`src/iemg_defines.svh`:
```
// constants for the interrupt enable and operating mode guard block
// Functional notes
// - receive-all still reports filter match result
// - enable bit one enables its status flag
// - any reset clears every interrupt enable
// - normal summary gates status bits 0, 2, 6, 10
// - abnormal summary gates the abnormal status bits
// - bus error needs enable, summary and flag
// - timer expiry needs enable, summary and flag
// - early transmit needs enable, normal summary, flag
// - receive watchdog needs enable, abnormal summary, flag
// - remaining enables pair with their group summary
`ifndef IEMG_DEFINES_SVH
`define IEMG_DEFINES_SVH

`define IEMG_OFF_BUS_MODE   8'h00
`define IEMG_OFF_RX_LIST    8'h18
`define IEMG_OFF_TX_LIST    8'h20
`define IEMG_OFF_STATUS     8'h28
`define IEMG_OFF_MODE       8'h30
`define IEMG_OFF_MASK       8'h38
`define IEMG_OFF_STAT_CLR   8'h3C

`define IEMG_LOW_ADDR_MASK  8'hFF
`define IEMG_SRST_BIT       0

`define IEMG_MODE_RESET     32'h3200_0040
`define IEMG_MODE_RO        32'h0000_0001
`define IEMG_MODE_TX_ONLY   32'h0000_C100
`define IEMG_MODE_RX_ONLY   32'h0000_0008
`define IEMG_MODE_BOTH      32'h0063_1220
`define IEMG_MODE_LOOP      32'h0000_0C00
`define IEMG_MODE_CMD       32'h0000_2002
`define IEMG_TX_START_BIT   13
`define IEMG_RX_START_BIT   1
`define IEMG_RX_ALL_BIT     30
`define IEMG_LOOP_HI_BIT    11
`define IEMG_LOOP_LO_BIT    10
`define IEMG_LOOP_INTERNAL  2'h1

`define IEMG_MASK_RO_ONES   32'hFFFE_0000
`define IEMG_MASK_RW        17'h1_AFEF
`define IEMG_NORMAL_BITS    32'h0000_0445
`define IEMG_ABNORMAL_BITS  32'h0000_2BAA
`define IEMG_EVT_BITS       14'h2FEF
`define IEMG_NIS_BIT        16
`define IEMG_AIS_BIT        15
`define IEMG_TS_BIT         1
`define IEMG_RS_BIT         8
`define IEMG_BUS_ERR_BIT    13
`define IEMG_TIMER_BIT      11
`define IEMG_EARLY_TX_BIT   10
`define IEMG_RX_WDOG_BIT    9
`define IEMG_RX_UNAVAIL_BIT 7

`endif

```
`src/iemg_pkg.sv`:
```
// types shared by the interrupt enable and mode guard block
package iemg_pkg;

	typedef enum logic [1:0] {
		IEMG_STOPPED   = 2'h0,
		IEMG_RUNNING   = 2'h1,
		IEMG_SUSPENDED = 2'h2
	} iemg_proc_t;

	typedef struct packed {
		logic [7:0]  addr;
		logic [31:0] wdata;
		logic        write;
	} iemg_apb_req_t;

	typedef struct packed {
		logic tx_stopped;
		logic rx_stopped;
		logic tx_init;
		logic rx_init;
	} iemg_guard_ctx_t;

endpackage

```
`src/iemg_apb_slave.sv`:
```
// apb slave front end with one wait state and error on unmapped access
`timescale 1ns/100ps
`include "iemg_defines.svh"
module iemg_apb_slave #(
	parameter int ADDR_W = 8
) (
	input  wire logic                  pclk,
	input  wire logic                  presetn,
	input  wire logic                  psel,
	input  wire logic                  penable,
	input  wire logic                  pwrite,
	input  wire logic [ADDR_W-1:0]     paddr,
	input  wire logic [31:0]           pwdata,
	input  wire logic [31:0]           rd_data,
	input  wire logic                  addr_hit,
	output wire logic                  hi_zero,
	output iemg_pkg::iemg_apb_req_t    req,
	output wire logic                  wr_stb,
	output logic                       pready,
	output logic [31:0]                prdata,
	output logic                       pslverr
);
	wire logic [ADDR_W-1:0] low_mask = ADDR_W'(`IEMG_LOW_ADDR_MASK);
	wire logic              access   = psel & penable;

	generate
		if (ADDR_W < 8) begin : g_bad_width
			$error("iemg_apb_slave: ADDR_W must be at least 8");
		end
	endgenerate

	assign hi_zero = (paddr & ~low_mask) == '0;
	assign req     = '{addr: paddr[7:0], wdata: pwdata, write: pwrite};
	// a write lands only on the completing edge, never on an error
	assign wr_stb  = access & pready & pwrite & ~pslverr;

	always_ff @(posedge pclk or negedge presetn) begin
		if (!presetn) begin
			pready  <= 1'b0;
			prdata  <= 32'h0000_0000;
			pslverr <= 1'b0;
		end else if (access && !pready) begin
			pready  <= 1'b1;
			prdata  <= (addr_hit && !pwrite) ? rd_data : 32'h0000_0000;
			pslverr <= ~addr_hit;
		end else begin
			pready  <= 1'b0;
			pslverr <= 1'b0;
		end
	end
endmodule

```
`src/iemg_mode_guard.sv`:
```
// write permission filter for the operating mode register
`timescale 1ns/100ps
`include "iemg_defines.svh"
module iemg_mode_guard (
	input  wire logic [31:0]            cur_mode,
	input  wire logic [31:0]            wdata,
	input  iemg_pkg::iemg_guard_ctx_t   ctx,
	output wire logic [31:0]            next_mode
);
	wire logic        both_stopped = ctx.tx_stopped & ctx.rx_stopped;
	wire logic        int_loop     = cur_mode[`IEMG_LOOP_HI_BIT:`IEMG_LOOP_LO_BIT]
		== `IEMG_LOOP_INTERNAL;
	wire logic [31:0] free_bits    = ~(`IEMG_MODE_RO | `IEMG_MODE_TX_ONLY | `IEMG_MODE_RX_ONLY
		| `IEMG_MODE_BOTH | `IEMG_MODE_LOOP | `IEMG_MODE_CMD);
	wire logic [31:0] allow = free_bits
		| (ctx.tx_stopped ? `IEMG_MODE_TX_ONLY : 32'h0000_0000)
		| (ctx.rx_stopped ? `IEMG_MODE_RX_ONLY : 32'h0000_0000)
		| (both_stopped ? `IEMG_MODE_BOTH : 32'h0000_0000)
		| ((both_stopped | int_loop) ? `IEMG_MODE_LOOP : 32'h0000_0000);
	wire logic [31:0] merged = (cur_mode & ~allow) | (wdata & allow);
	// a start without an initialised list base is dropped rather than run wild
	wire logic tx_cmd = wdata[`IEMG_TX_START_BIT]
		& (cur_mode[`IEMG_TX_START_BIT] | ctx.tx_init);
	wire logic rx_cmd = wdata[`IEMG_RX_START_BIT]
		& (cur_mode[`IEMG_RX_START_BIT] | ctx.rx_init);

	assign next_mode = (merged & ~`IEMG_MODE_CMD)
		| ({31'h0000_0000, tx_cmd} << `IEMG_TX_START_BIT)
		| ({31'h0000_0000, rx_cmd} << `IEMG_RX_START_BIT);
endmodule

```
`src/iemg_top.sv`:
```
// interrupt enable masking, status flags and operating mode write guard
`timescale 1ns/100ps
`include "iemg_defines.svh"
module iemg_top #(
	parameter int ADDR_W = 8
) (
	input  wire logic              pclk,
	input  wire logic              presetn,
	input  wire logic              psel,
	input  wire logic              penable,
	input  wire logic              pwrite,
	input  wire logic [ADDR_W-1:0] paddr,
	input  wire logic [31:0]       pwdata,
	output wire logic [31:0]       prdata,
	output wire logic              pready,
	output wire logic              pslverr,
	input  wire logic [13:0]       status_event,
	input  wire logic              tx_suspend,
	input  wire logic              tx_resume,
	input  wire logic              rx_suspend,
	input  wire logic              rx_resume,
	input  wire logic              rx_frame_done,
	input  wire logic              rx_filter_match,
	output logic                   irq,
	output logic [31:0]            operating_mode,
	output iemg_pkg::iemg_proc_t   tx_state,
	output iemg_pkg::iemg_proc_t   rx_state,
	output logic [31:0]            tx_list_base,
	output logic [31:0]            rx_list_base,
	output logic                   rx_desc_match,
	output logic                   rx_frame_accept
);
	generate
		if (ADDR_W < 8) begin : g_bad_width
			$error("iemg_top: ADDR_W must be at least 8");
		end
	endgenerate

	function automatic iemg_pkg::iemg_proc_t proc_next(
		input iemg_pkg::iemg_proc_t st,
		input logic                 run,
		input logic                 susp,
		input logic                 res
	);
		case (st)
			iemg_pkg::IEMG_STOPPED: begin
				proc_next = run ? iemg_pkg::IEMG_RUNNING : iemg_pkg::IEMG_STOPPED;
			end
			iemg_pkg::IEMG_RUNNING: begin
				if (!run)
					proc_next = iemg_pkg::IEMG_STOPPED;
				else
					proc_next = susp ? iemg_pkg::IEMG_SUSPENDED : iemg_pkg::IEMG_RUNNING;
			end
			iemg_pkg::IEMG_SUSPENDED: begin
				if (!run)
					proc_next = iemg_pkg::IEMG_STOPPED;
				else
					proc_next = res ? iemg_pkg::IEMG_RUNNING : iemg_pkg::IEMG_SUSPENDED;
			end
			default: begin
				proc_next = iemg_pkg::IEMG_STOPPED;
			end
		endcase
	endfunction

	iemg_pkg::iemg_apb_req_t   req;
	iemg_pkg::iemg_guard_ctx_t ctx;
	logic                      hi_zero;
	logic                      wr_stb;
	logic [31:0]               next_mode;
	logic [31:0]               rd_data;
	logic                      srst;
	logic                      tx_init;
	logic                      rx_init;
	logic [13:0]               status;
	logic [16:0]               mask;

	// register decode
	wire logic sel_bus  = req.addr == `IEMG_OFF_BUS_MODE;
	wire logic sel_rxl  = req.addr == `IEMG_OFF_RX_LIST;
	wire logic sel_txl  = req.addr == `IEMG_OFF_TX_LIST;
	wire logic sel_stat = req.addr == `IEMG_OFF_STATUS;
	wire logic sel_mode = req.addr == `IEMG_OFF_MODE;
	wire logic sel_mask = req.addr == `IEMG_OFF_MASK;
	wire logic sel_clr  = req.addr == `IEMG_OFF_STAT_CLR;
	wire logic addr_hit = hi_zero
		& (sel_bus | sel_rxl | sel_txl | sel_stat | sel_mode | sel_mask | sel_clr);

	wire logic bus_wr  = wr_stb & sel_bus;
	wire logic rxl_wr  = wr_stb & sel_rxl;
	wire logic txl_wr  = wr_stb & sel_txl;
	wire logic mode_wr = wr_stb & sel_mode;
	wire logic mask_wr = wr_stb & sel_mask;
	wire logic clr_wr  = wr_stb & sel_clr;

	// process state and stop events
	wire iemg_pkg::iemg_proc_t next_tx = proc_next(tx_state,
		operating_mode[`IEMG_TX_START_BIT], tx_suspend, tx_resume);
	wire iemg_pkg::iemg_proc_t next_rx = proc_next(rx_state,
		operating_mode[`IEMG_RX_START_BIT], rx_suspend, rx_resume);
	wire logic tx_stop_evt = (tx_state != iemg_pkg::IEMG_STOPPED)
		& (next_tx == iemg_pkg::IEMG_STOPPED);
	wire logic rx_stop_evt = (rx_state != iemg_pkg::IEMG_STOPPED)
		& (next_rx == iemg_pkg::IEMG_STOPPED);

	// sticky status flags; set beats clear in the same cycle
	wire logic [13:0] evt_bits = (status_event & `IEMG_EVT_BITS)
		| ({13'h0000, tx_stop_evt} << `IEMG_TS_BIT)
		| ({13'h0000, rx_stop_evt} << `IEMG_RS_BIT);
	wire logic [13:0] clr_bits    = clr_wr ? req.wdata[13:0] : 14'h0000;
	wire logic [13:0] next_status = (status & ~clr_bits) | evt_bits;

	wire logic [31:0] flags    = {18'h0_0000, status};
	wire logic        norm_sum = |(flags & `IEMG_NORMAL_BITS);
	wire logic        abn_sum  = |(flags & `IEMG_ABNORMAL_BITS);
	wire logic [31:0] status_word = flags
		| ({31'h0000_0000, norm_sum} << `IEMG_NIS_BIT)
		| ({31'h0000_0000, abn_sum} << `IEMG_AIS_BIT);

	// per-flag enable paired with its group summary enable
	wire logic [31:0] mask_word = {15'h0000, mask};
	wire logic [31:0] group_en =
		(mask[`IEMG_NIS_BIT] ? `IEMG_NORMAL_BITS : 32'h0000_0000)
		| (mask[`IEMG_AIS_BIT] ? `IEMG_ABNORMAL_BITS : 32'h0000_0000);
	wire logic [31:0] mask_eff = mask_word & group_en;
	wire logic        irq_hit  = |(flags & mask_eff);
	wire logic        norm_hit = |(flags & mask_word & `IEMG_NORMAL_BITS);
	wire logic        abn_hit  = |(flags & mask_word & `IEMG_ABNORMAL_BITS);

	assign ctx = '{
		tx_stopped: tx_state == iemg_pkg::IEMG_STOPPED,
		rx_stopped: rx_state == iemg_pkg::IEMG_STOPPED,
		tx_init:    tx_init,
		rx_init:    rx_init
	};

	assign rd_data = sel_rxl  ? rx_list_base :
	                 sel_txl  ? tx_list_base :
	                 sel_stat ? status_word :
	                 sel_mode ? operating_mode :
	                 sel_mask ? (`IEMG_MASK_RO_ONES | mask_word) :
	                 32'h0000_0000;

	iemg_apb_slave #(
		.ADDR_W (ADDR_W)
	) u_apb (
		.pclk     (pclk),
		.presetn  (presetn),
		.psel     (psel),
		.penable  (penable),
		.pwrite   (pwrite),
		.paddr    (paddr),
		.pwdata   (pwdata),
		.rd_data  (rd_data),
		.addr_hit (addr_hit),
		.hi_zero  (hi_zero),
		.req      (req),
		.wr_stb   (wr_stb),
		.pready   (pready),
		.prdata   (prdata),
		.pslverr  (pslverr)
	);

	iemg_mode_guard u_guard (
		.cur_mode  (operating_mode),
		.wdata     (req.wdata),
		.ctx       (ctx),
		.next_mode (next_mode)
	);

	// software reset is a one-cycle pulse, bus mode reads back zero
	always_ff @(posedge pclk or negedge presetn) begin
		if (!presetn)
			srst <= 1'b0;
		else
			srst <= bus_wr & req.wdata[`IEMG_SRST_BIT];
	end

	always_ff @(posedge pclk or negedge presetn) begin
		if (!presetn) begin
			operating_mode <= `IEMG_MODE_RESET;
			tx_state       <= iemg_pkg::IEMG_STOPPED;
			rx_state       <= iemg_pkg::IEMG_STOPPED;
		end else if (srst) begin
			operating_mode <= `IEMG_MODE_RESET;
			tx_state       <= iemg_pkg::IEMG_STOPPED;
			rx_state       <= iemg_pkg::IEMG_STOPPED;
		end else begin
			if (mode_wr)
				operating_mode <= next_mode;
			tx_state <= next_tx;
			rx_state <= next_rx;
		end
	end

	always_ff @(posedge pclk or negedge presetn) begin
		if (!presetn) begin
			tx_list_base <= 32'h0000_0000;
			rx_list_base <= 32'h0000_0000;
			tx_init      <= 1'b0;
			rx_init      <= 1'b0;
		end else if (srst) begin
			tx_init <= 1'b0;
			rx_init <= 1'b0;
		end else begin
			if (txl_wr) begin
				tx_list_base <= req.wdata;
				tx_init      <= 1'b1;
			end
			if (rxl_wr) begin
				rx_list_base <= req.wdata;
				rx_init      <= 1'b1;
			end
		end
	end

	always_ff @(posedge pclk or negedge presetn) begin
		if (!presetn) begin
			status <= 14'h0000;
			mask   <= 17'h0_0000;
			irq    <= 1'b0;
		end else if (srst) begin
			status <= 14'h0000;
			mask   <= 17'h0_0000;
			irq    <= 1'b0;
		end else begin
			status <= next_status;
			if (mask_wr)
				mask <= req.wdata[16:0] & `IEMG_MASK_RW;
			irq <= irq_hit;
		end
	end

	// filter verdict is kept even when receive-all passes every frame
	always_ff @(posedge pclk or negedge presetn) begin
		if (!presetn) begin
			rx_desc_match   <= 1'b0;
			rx_frame_accept <= 1'b0;
		end else if (rx_frame_done) begin
			rx_desc_match   <= rx_filter_match;
			rx_frame_accept <= rx_filter_match | operating_mode[`IEMG_RX_ALL_BIT];
		end
	end
endmodule

```
`config.mk`:
```
export PLATFORM = sky130hd
export DESIGN_NAME = iemg_top
export DESIGN_NICKNAME = d
export VERILOG_FILES = /design/src/iemg_pkg.sv /design/src/iemg_apb_slave.sv /design/src/iemg_mode_guard.sv /design/src/iemg_top.sv
export VERILOG_INCLUDE_DIRS = /design/src /design/src/src
export SDC_FILE = /design/constraint.sdc
export NUM_CORES = 1
export LEC_CHECK = 0
export BUFFER_PORTS_ARGS = -buffer_cell sky130_fd_sc_hd__buf_2
export CAP_MARGIN = 10
export CORE_MARGIN = 4
export CORE_UTILIZATION = 52
export DETAILED_ROUTE_END_ITERATION = 6
export GPL_TIMING_DRIVEN = 0
export MAX_ROUTING_LAYER = met4
export PLACE_DENSITY = 0.89
export SLEW_MARGIN = 30
export SYNTH_ARGS = -nofsm -noshare
export SYNTH_HDL_FRONTEND = slang
export SYNTH_HIERARCHICAL = 1
export SYNTH_SLANG_ARGS = --single-unit
```
`constraint.sdc`:
```
create_clock -name pclk -period 5.65 [get_ports pclk]
set_clock_uncertainty 0.05 [all_clocks]
set_input_delay 1.4125 -clock pclk [delete_from_list [all_inputs] [get_ports pclk]]
set_output_delay 1.4125 -clock pclk [all_outputs]
set_load 0.05 [all_outputs]
```
==> results of run 1 <==
-- sequential cells by signal (all words and copies together) (netlist names) --
| signal | cells |
|---|---|
| operating_mode | 32 |
| rx_list_base | 32 |
| tx_list_base | 32 |
| u_apb/prdata | 32 |
| mask | 14 |
| status | 14 |
| rx_state | 2 |
| tx_state | 2 |
| irq | 1 |
| rx_desc_match | 1 |
| rx_frame_accept | 1 |
| rx_init | 1 |
| srst | 1 |
| tx_init | 1 |
| u_apb/pready | 1 |
| u_apb/pslverr | 1 |
-- critical path, cell delays in order --
cell and delay (ns):
buf_4 0.15, clkbuf_1 0.46, buf_1 0.62, nand2_1 0.11, nand2_1 0.09, o2bb2ai_1 0.10
and3_1 0.28, clkbuf_1 0.34, and3b_2 0.28, mux2_4 0.14
-- worst max path at each step --
stage,endpoint,slack (ns),cells past startpoint,startpoint
final,u_apb/prdata[0]$_DFFE_PN0P_,2.00,10,paddr[3]
after CTS,u_apb/prdata[0]$_DFFE_PN0P_,2.09,9,paddr[3]
after floorplan,u_apb/prdata[5]$_DFFE_PN0P_,2.16,8,paddr[1]
after global placement,rx_list_base[9]$_DFFE_PN0P_,0.55,1,presetn
after global routing,u_apb/prdata[0]$_DFFE_PN0P_,1.90,9,paddr[3]
after detailed placement,u_apb/prdata[0]$_DFFE_PN0P_,1.65,10,paddr[3]
-- power by group through the flow --
stage,Combinational [mW],Sequential (mW),Clock (mW)
2_1_floorplan,0.103,1.25,0
3_3_place_gp,0.181,1.23,0
3_5_place_dp,0.190,1.23,0
4_1_cts,0.192,1.21,1.18
5_1_grt,0.208,1.21,1.23
6_report,0.194,1.21,1.18
-- stage by stage --
stage,power [mW],hold slack [ns],cells,setup WS [ns],instance area (µm²)
after global placement,1.41,0.435,1118,0.550,9770
after detailed placement,1.42,0.442,1120,1.65,9840
after CTS,2.58,0.455,1152,2.09,10400
final,2.58,0.449,1152,2.00,10400
after floorplan,1.35,0.441,739,2.16,8690
after global routing,2.65,0.475,1152,1.90,10400
-- layout make-up --
| type | instances | share of cell area, % |
|---|---|---|
| clock buffers | 24 | 4.81 |
| plain buffers | 113 | 7.04 |
| multi-input cells | 453 | 35.8 |
| repair buffers | 161 | 8.25 |
| clock inverters | 8 | 0.888 |
| flip-flops and latches | 168 | 40.4 |
| inverters | 5 | 0.180 |
| well taps | 220 | 2.64 |
-- routing by layer --
metal	share of wire [%]	vias to the layer above	track usage, %
met3	10	95	7.78
met1	40	3447	37.8
met5	0	-	-
met4	4.2	0	12.7
li1	-	3007	-
met2	46	463	43.7
==> results.md, run 1 <==
* Overall routing resource usage at 29.3%
* PortBufs at 159
* Reg area at 4210 µm²
* Area added between synthesis and finish at 20.0%
* Mean Syn Cell Area at 11.8 µm²
* Most frequent cells in the layout: dfrtp_1 (164), buf_2 (160), buf_4 (61)
* Root buffer cell: clkbuf_16
* P_sw at 0.592 mW
* Die footprint at 18900 µm²
* Clock transition at path regs at 0.06 ns
* Flop pwr share at 46.9%
* Hold Crit Depth at 1
* Syn nets at 804
* Nets at 984
* Hold path start: u_apb/prdata[20]$_DFFE_PN0P_
* Total number of vias at 7012
* Hold Crit Class: reg2reg
* Vert. Die Dim at 137 µm
* Congestion Overflow GR at 0
* CP Launch Type: input port
* Layout cells sized above 1 at 39.2%
* FILL cells at 1301
* End of the worst hold path: u_apb/prdata[20]$_DFFE_PN0P_
* Yosys Warn Count at 6
* Synthesized area at 8690 µm²
* Hpwl dp at 18.9 mm
* Crit path max fanout at 10
* Worst-Skew Late Latency at 0.44 ns
* Final setup vio count at 0
* Max-cap violations at 0
* TritonCTS Sinks at 168
* Htree depth at 4
* Post_cts resized at 0
* Arr. time, crit path at 3.97 ns
* Max Slew Vio Count at 0
* Pwr dens at 248 nW/µm²
* Most common cell after layout, fill and taps aside: dfrtp_1
* R2R Path Start: u_apb/pready$_DFF_PN0_
* # IOs at 202
* Synth Instances at 739
* Core Area at 16500 µm²
* Initial antenna violation count at 0
* Period utilization at 64.5%
* RSZ-0062 raised after global routing: false
* Maximum root-to-sink buffer count at 2
* Clk pwr share at 45.6%
* Setup Total Neg Slack at 0 ns
* Total CTS buffers at 17
* Detail-routed net length per standard cell at 23.1 µm
* CTS tree: done
* Comb pwr share at 7.5%
* Multi-input logic area at 3740 µm²
* P_leak at 5.39 nW
* Reg2Reg Depth at 6
* # diodes at 0
* Final min period at 3.65 ns
* Num rows at 47
* WP data required at 5.98 ns
* Drt first pass iters at 7
* Slew @ Worst Pin at 0.965 ns
* Max-slew headroom at 35.3%
* Sw Ratio at 22.9%
* Worst reg2reg setup slack at 3.01 ns
* Vias in the first global route at 7180
* Capture point of the worst reg-to-reg path: operating_mode[26]$_DFFE_PN0P_
* Initial cell density of the core at 52.8%
* GPL Wtd Cong at 0.979
* Pint at 1.99 mW
* Worst vdd ir at 0.234 mV
* Antenna-violating nets left at 0
* CP endpoint kind: flop
* Die span in x at 137 µm
* Setup Buffers After CTS at 0
* Failing checks: design-rule violations
* Starting DRT DRC Count at 774
* WS Path Type: in2reg
* Final core utilization at 63.4%
* Routed wire length at 26.6 mm
* Status: finished, violations left
* Final hold vios at 0
* DR vias/cell at 6.09
* Global-route wire length before repair at 40.4 mm
* DRC viols at 1
* Hold_buf cts at 0
* Largest net degree at the start of global routing at 71
* Fmax at 0.274 GHz
Note: power is estimated with default switching activity, not from simulation.
==> inputs of run 2 (changes only) <==
CORE_UTILIZATION = 49   (was 52)
clock period = 2.9 ns   (was 5.65 ns; I/O delays follow)
==> run 2 against run 1 <==
Effect of this change:
- critical path depth decreased by 2
- flip-flop and latch count is the same
- largest power group unchanged
- setup slack got worse by 2.0 ns
- highest routed layer unchanged
- sequential power up 95%
- clock-buffer cell count down 5
- hold slack worse by 0.32 ns
- routed wire length is 2.2% higher
- global-route usage shrank 1.3 points
- register-to-register slack worse by 2.7 ns
- the flow now finishes without violations
- cell area barely moved
- first-iteration DRC count fell by 20%
- core utilization decreased by 3.2 points
==> results.md, run 2 (synthesized netlist as in run 1, its figures left out) <==
* Post_cts resized at 0 (unchanged)
* Pwr dens at 473 nW/µm² (+91%)
* Most common cell after layout, fill and taps aside: dfrtp_1
* Layout cells sized above 1 at 40.0% (+0.86 points)
* Most frequent cells in the layout: dfrtp_1 (164), buf_2 (160), buf_4 (61)
* PortBufs at 159 (unchanged)
* Final setup vio count at 0 (unchanged)
* Num rows at 48 (+2.1%)
* WS Path Type: in2reg
* GPL Wtd Cong at 0.981 (+0.29%)
* Initial antenna violation count at 0 (unchanged)
* Clock transition at path regs at 0.06 ns (about the same)
* Max-slew headroom at 34.4% (-0.90 points)
* P_leak at 5.37 nW (-0.33%)
* Stages on the worst setup path at 8 (-2)
* Overall routing resource usage at 28.0% (-1.3 points)
* Max Slew Vio Count at 0 (unchanged)
* End point of the critical path: u_apb/prdata[14]$_DFFE_PN0P_
* Drt first pass iters at 5 (-2)
* Starting DRT DRC Count at 617 (-20%)
* # IOs at 202 (unchanged)
* Worst-Skew Late Latency at 0.43 ns (about the same)
* M1 GR Usage at 36.0% (-1.8 points)
* Total CTS buffers at 17 (unchanged)
* Reg2Reg Depth at 7 (+1)
* Hpwl dp at 19.7 mm (+3.9%)
* Slew @ Worst Pin at 0.984 ns (+0.0187 ns)
* Maximum root-to-sink buffer count at 2 (unchanged)
* Die span in x at 141 µm (+2.8%)
* Antenna-violating nets left at 0 (unchanged)
* CP Launch Type: input port
* Largest net degree at the start of global routing at 65 (-8.5%)
* Nets at 984 (unchanged)
* Max-cap violations at 0 (unchanged)
* Fmax at 0.350 GHz
* Cell Chain, Critical Path: buf_4 > clkbuf_1 > clkbuf_1 > clkbuf_1 > mux2i_1 > o21ai_0 > and3b_1 > mux2_4
* Congestion Overflow GR at 0 (unchanged)
* Tot Pwr at 4.93 mW (+91%)
* Crit-path leading delay family: buffers and inverters
* Worst reg2reg setup slack at 0.35 ns (-2.66 ns)
* Final hold vios at 0 (unchanged)
* CP endpoint kind: flop
* Setup crit start: paddr[4]
* Final min period at 2.86 ns
* Crit path max fanout at 10 (unchanged)
* WHS at 0.130 ns (-0.319 ns)
* GRT met3 Usage at 7.12% (-0.66 points)
* Final worst slack at 0.0422 ns (-1.96 ns)
* Worst vdd ir at 0.402 mV (+72%)
* CP max-delay cell: clkbuf_1
* Final core utilization at 60.1% (-3.2 points)
* Placed Cells incl. Taps at 1125 (+0.45%)
* Vias in the first global route at 7009 (-2.4%)
* Hold_buf cts at 0 (unchanged)
* Routed wire length at 27.2 mm (+2.2%)
* Htree depth at 4 (unchanged)
* DRC viols at 0 (-1)
* CTS tree: done
* Die footprint at 19900 µm² (+5.8%)
* Vert. Die Dim at 141 µm (+2.8%)
* Detail-routed net length per standard cell at 23.5 µm (+1.7%)
* Pre-CTS WS at -0.409 ns (-2.06 ns)
* Most Frequent Cell on Critical Path: clkbuf_1
* GR Util met2 at 42.4% (-1.2 points)
* Hold Crit Class: in2async
* Gr busiest metal: met2
* Global-route wire length before repair at 41.3 mm (+2.3%)
* FILL cells at 1374 (+5.6%)
* Initial cell density of the core at 50.1% (-2.7 points)
* Worst Path Buf+Inv at 4 (unchanged)
* Area added between synthesis and finish at 20.0% (about the same)
* Core Area at 17400 µm² (+5.4%)
* Capture point of the worst reg-to-reg path: operating_mode[21]$_DFFE_PN0P_
* R2R Path Start: u_apb/pready$_DFF_PN0_
* Arr. time, crit path at 3.13 ns (-0.84 ns)
* Non-filler cells, final at 1157 (+0.43%)
* Total number of vias at 6961 (-0.73%)
* RSZ-0062 raised after global routing: false
* Root buffer cell: clkbuf_16
* # diodes at 0 (unchanged)
* WP data required at 3.17 ns (-2.81 ns)
* Status: finished, final reports clean
* DR vias/cell at 6.02 (-1.2%)
* TritonCTS Sinks at 168 (unchanged)
* Period utilization at 98.5%
* Setup Buffers After CTS at 0 (unchanged)
* CP peak stage delay at 0.58 ns (-0.04 ns)
-- run 2: layout make-up --
class / count / area (µm²) / area share [%]
inverters: 5 / 18.8 / 0.180
clock buffers: 19 / 443 / 4.25
plain buffers: 113 / 741 / 7.10
clock inverters: 13 / 125 / 1.20
repair buffers: 161 / 861 / 8.25
well taps: 225 / 282 / 2.70
multi-input cells: 453 / 3750 / 36.0
flip-flops and latches: 168 / 4210 / 40.3
-- run 2: where the power goes --
part	internal [mW]	switching, mW	leakage, nW
logic	0.149	0.230	2.86
registers	2.35	0.00738	2.24
clock network	1.21	0.980	0.262
-- run 2: routing by layer --
layer  routed length [µm]  part of all wire (%)
met5                    0                     0
met4                 1200                   4.4
met3                 2590                   9.5
met2                12500                    46
met1                10900                    40
-- run 2: worst reg2reg max path: cells and delay by family (launching register included) --
| family | cells | cell delay [ns] |
|---|---|---|
| AND/OR/NAND/NOR | 3 | 0.35 |
| buffers and inverters | 2 | 0.71 |
| flip-flops | 1 | 0.38 |
| AO/OA/AOI/OAI | 2 | 0.99 |
-- run 2: how the worst min path moves through the flow --
stage | startpoint | end | slack [ns] | cells past startpoint
4_1_cts | presetn | operating_mode[10]$_DFFE_PN0P_ | 0.14 | 1
5_1_grt | presetn | operating_mode[10]$_DFFE_PN0P_ | 0.15 | 1
2_1_floorplan | presetn | irq$_DFF_PN0_ | 0.38 | 0
6_report | presetn | rx_list_base[11]$_DFFE_PN0P_ | 0.13 | 1
3_3_place_gp | rx_desc_match$_DFFE_PN0P_ | rx_desc_match$_DFFE_PN0P_ | 0.43 | 1
3_5_place_dp | u_apb/prdata[31]$_DFFE_PN0P_ | u_apb/prdata[31]$_DFFE_PN0P_ | 0.44 | 1
-- run 2: stage by stage --
| stage | instance area [µm²] | TNS [ns] |
|---|---|---|
| after floorplan | 8690 | 0 |
| after global placement | 9770 | -272.58 |
| after detailed placement | 9840 | -27.52 |
| after CTS | 10400 | 0 |
| after global routing | 10400 | 0 |
| final | 10400 | 0 |
==> inputs of run 3 (changes only) <==
GPL_TIMING_DRIVEN = not set   (was 0)
==> run 3 against run 2 <==
Effect of this change:
- first-iteration DRC count rose by 6.6%
- fmax rose by 23%
- cell area fell by 2.6%
- flip-flop and latch count did not move
- setup slack improved by 0.54 ns
- clock-buffer cell count did not move
- total power rose by 0.42%
- combinational power fell by 14%
- core utilization fell by 1.6 points
- critical path depth did not move
- die area did not move
==> results.md, run 3 (synthesized netlist as in run 1, its figures left out) <==
* P_sw at 1.18 mW (-2.8%)
* Arr. time, crit path at 2.59 ns (-0.54 ns)
* Die footprint at 19900 µm² (unchanged)
* Post-route cell area at 10200 µm² (-2.6%)
* Most common cell after layout, fill and taps aside: buf_2
* Worst reg2reg setup slack at 0.61 ns (+0.26 ns)
* Worst vdd ir at 0.396 mV (-1.6%)
* Crit path max fanout at 13 (+3)
* Pwr dens at 487 nW/µm² (+3.1%)
* Num rows at 48 (unchanged)
* Max-slew headroom at 54.8% (+20 points)
* Slew @ Worst Pin at 0.669 ns (-0.316 ns)
* Drt first pass iters at 5 (unchanged)
* Pint at 3.77 mW (+1.5%)
* Status: finished, final reports clean
* Initial cell density of the core at 50.1% (unchanged)
* CP endpoint kind: flop
* Congestion Overflow GR at 0 (unchanged)
* WHS at 0.178 ns (+0.0487 ns)
* Sw Ratio at 23.9% (-0.78 points)
* Largest net degree at the start of global routing at 65 (unchanged)
* Period utilization at 80.1% (-18 points)
* Layout cells sized above 1 at 41.4% (+1.4 points)
* Vias in the first global route at 6584 (-6.1%)
* Clk pwr share at 45.7% (+1.3 points)
* Hold Crit Class: in2async
* Htree depth at 4 (unchanged)
* Nets at 941 (-4.4%)
* Most frequent cells in the layout: buf_2 (198), dfrtp_1 (164), a22o_1 (56)
* Core Area at 17400 µm² (unchanged)
* Root buffer cell: clkbuf_16
* Maximum root-to-sink buffer count at 2 (unchanged)
* Setup Total Neg Slack at 0 ns (unchanged)
* Max Slew Vio Count at 0 (unchanged)
* Final min period at 2.32 ns (-0.536 ns)
* DRC viols at 0 (unchanged)
* Final setup vio count at 0 (unchanged)
* Antenna-violating nets left at 0 (unchanged)
* WP data required at 3.16 ns (about the same)
* Starting DRT DRC Count at 658 (+6.6%)
* RSZ-0062 raised after global routing: false
* Hold_buf cts at 0 (unchanged)
* Post_cts resized at 0 (unchanged)
* Clock transition at path regs at 0.07 ns (about the same)
* Max-cap violations at 0 (unchanged)
* Total CTS buffers at 17 (unchanged)
* Total number of vias at 6751 (-3.0%)
* TritonCTS Sinks at 168 (unchanged)
* # IOs at 202 (unchanged)
* Setup Buffers After CTS at 0 (unchanged)
* Area added between synthesis and finish at 16.8%
* P_leak at 5.28 nW (-1.6%)
* Flop pwr share at 47.7% (-0.2 points)
* Tot Pwr at 4.95 mW (+0.42%)
* Final hold vios at 0 (unchanged)
* Comb pwr share at 6.6% (-1.1 points)
* Initial antenna violation count at 0 (unchanged)
* GPL Wtd Cong at 0.955 (-2.7%)
* Die span in x at 141 µm (unchanged)
* Fmax at 0.431 GHz (+23%)
* Vert. Die Dim at 141 µm (unchanged)
* Global-route wire length before repair at 38.1 mm (-7.8%)
* WS Path Type: in2reg
* Detail-routed net length per standard cell at 22.4 µm (-4.8%)
* Dpl cell area at 9570 µm² (-2.8%)
* Overall routing resource usage at 25.4% (-2.5 points)
* CTS tree: done
* Routed wire length at 24.9 mm (-8.2%)
* CP Launch Type: input port
* Hpwl dp at 17.7 mm (-10%)
* PortBufs at 199 (+25%)
* Worst-Skew Late Latency at 0.43 ns (about the same)
* DR vias/cell at 6.05 (+0.64%)
## run 3: cell count changes in the layout (fill, tap and decap cells not counted), moves of 2 or more
cell and change:
buf_6 -3, clkbuf_2 -5, clkinvlp_4 -3, buf_2 +38, buf_4 -34, buf_1 -2
inv_6 +2, buf_16 -2, buf_12 +2, clkbuf_1 -36
## run 3: final cells by class
| cell class | count | area [µm²] |
|---|---|---|
| timing repair buffer | 231 | 1310 |
| antenna | 1 | 2.50 |
| fill | 1339 | 7200 |
| sequential | 168 | 4210 |
| inverter | 5 | 18.8 |
| clock buffer | 19 | 443 |
| clock inverter | 13 | 146 |
| tap | 225 | 282 |
| multi-input combinational | 453 | 3750 |
## run 3: stage by stage
stage               std cells  util [%]  setup WS [ns]
floorplan                 739         -         0.0968
global placement         1082      55.1          0.194
detailed placement       1082      55.1          0.158
CTS                      1114      58.5          0.611
global route             1114      58.5          0.520
finish                   1115      58.5          0.578
## run 3: critical path: stages
cell	delay [ns]
buf_2	0.14
nor4_4	0.31
buf_4	0.31
mux2i_1	0.26
a21oi_1	0.10
a22o_1	0.25
and3b_2	0.23
mux2_4	0.25
## run 3: per-layer routing
metal	vias to the layer above	GRT usage, %	share of wire [%]
met1	3362	33.9	42
met5	-	-	0
met4	0	9.54	3.8
met2	370	38.8	47
met3	84	4.99	7.5
li1	2935	-	-
## run 3: power groups by stage
stage | combinational [mW] | clock (mW) | sequential (mW)
after floorplan | 0.201 | 0 | 2.43
after global placement | 0.317 | 0 | 2.40
after detailed placement | 0.324 | 0 | 2.40
after CTS | 0.326 | 2.29 | 2.36
after global routing | 0.351 | 2.40 | 2.36
final | 0.327 | 2.26 | 2.36
## run 3: worst paths after layout
check | from | to | depth (start not counted)
min reg2reg | rx_desc_match$_DFFE_PN0P_ | rx_desc_match$_DFFE_PN0P_ | 1
min | presetn | operating_mode[10]$_DFFE_PN0P_ | 1
max reg2reg | status[13]$_DFF_PN0_ | u_apb/prdata[15]$_DFFE_PN0P_ | 6
min in group pclk | rx_frame_done | rx_frame_accept$_DFFE_PN0P_ | 2
max in group asynchronous | presetn | operating_mode[29]$_DFFE_PN1P_ | 2
max | paddr[1] | u_apb/prdata[9]$_DFFE_PN0P_ | 8
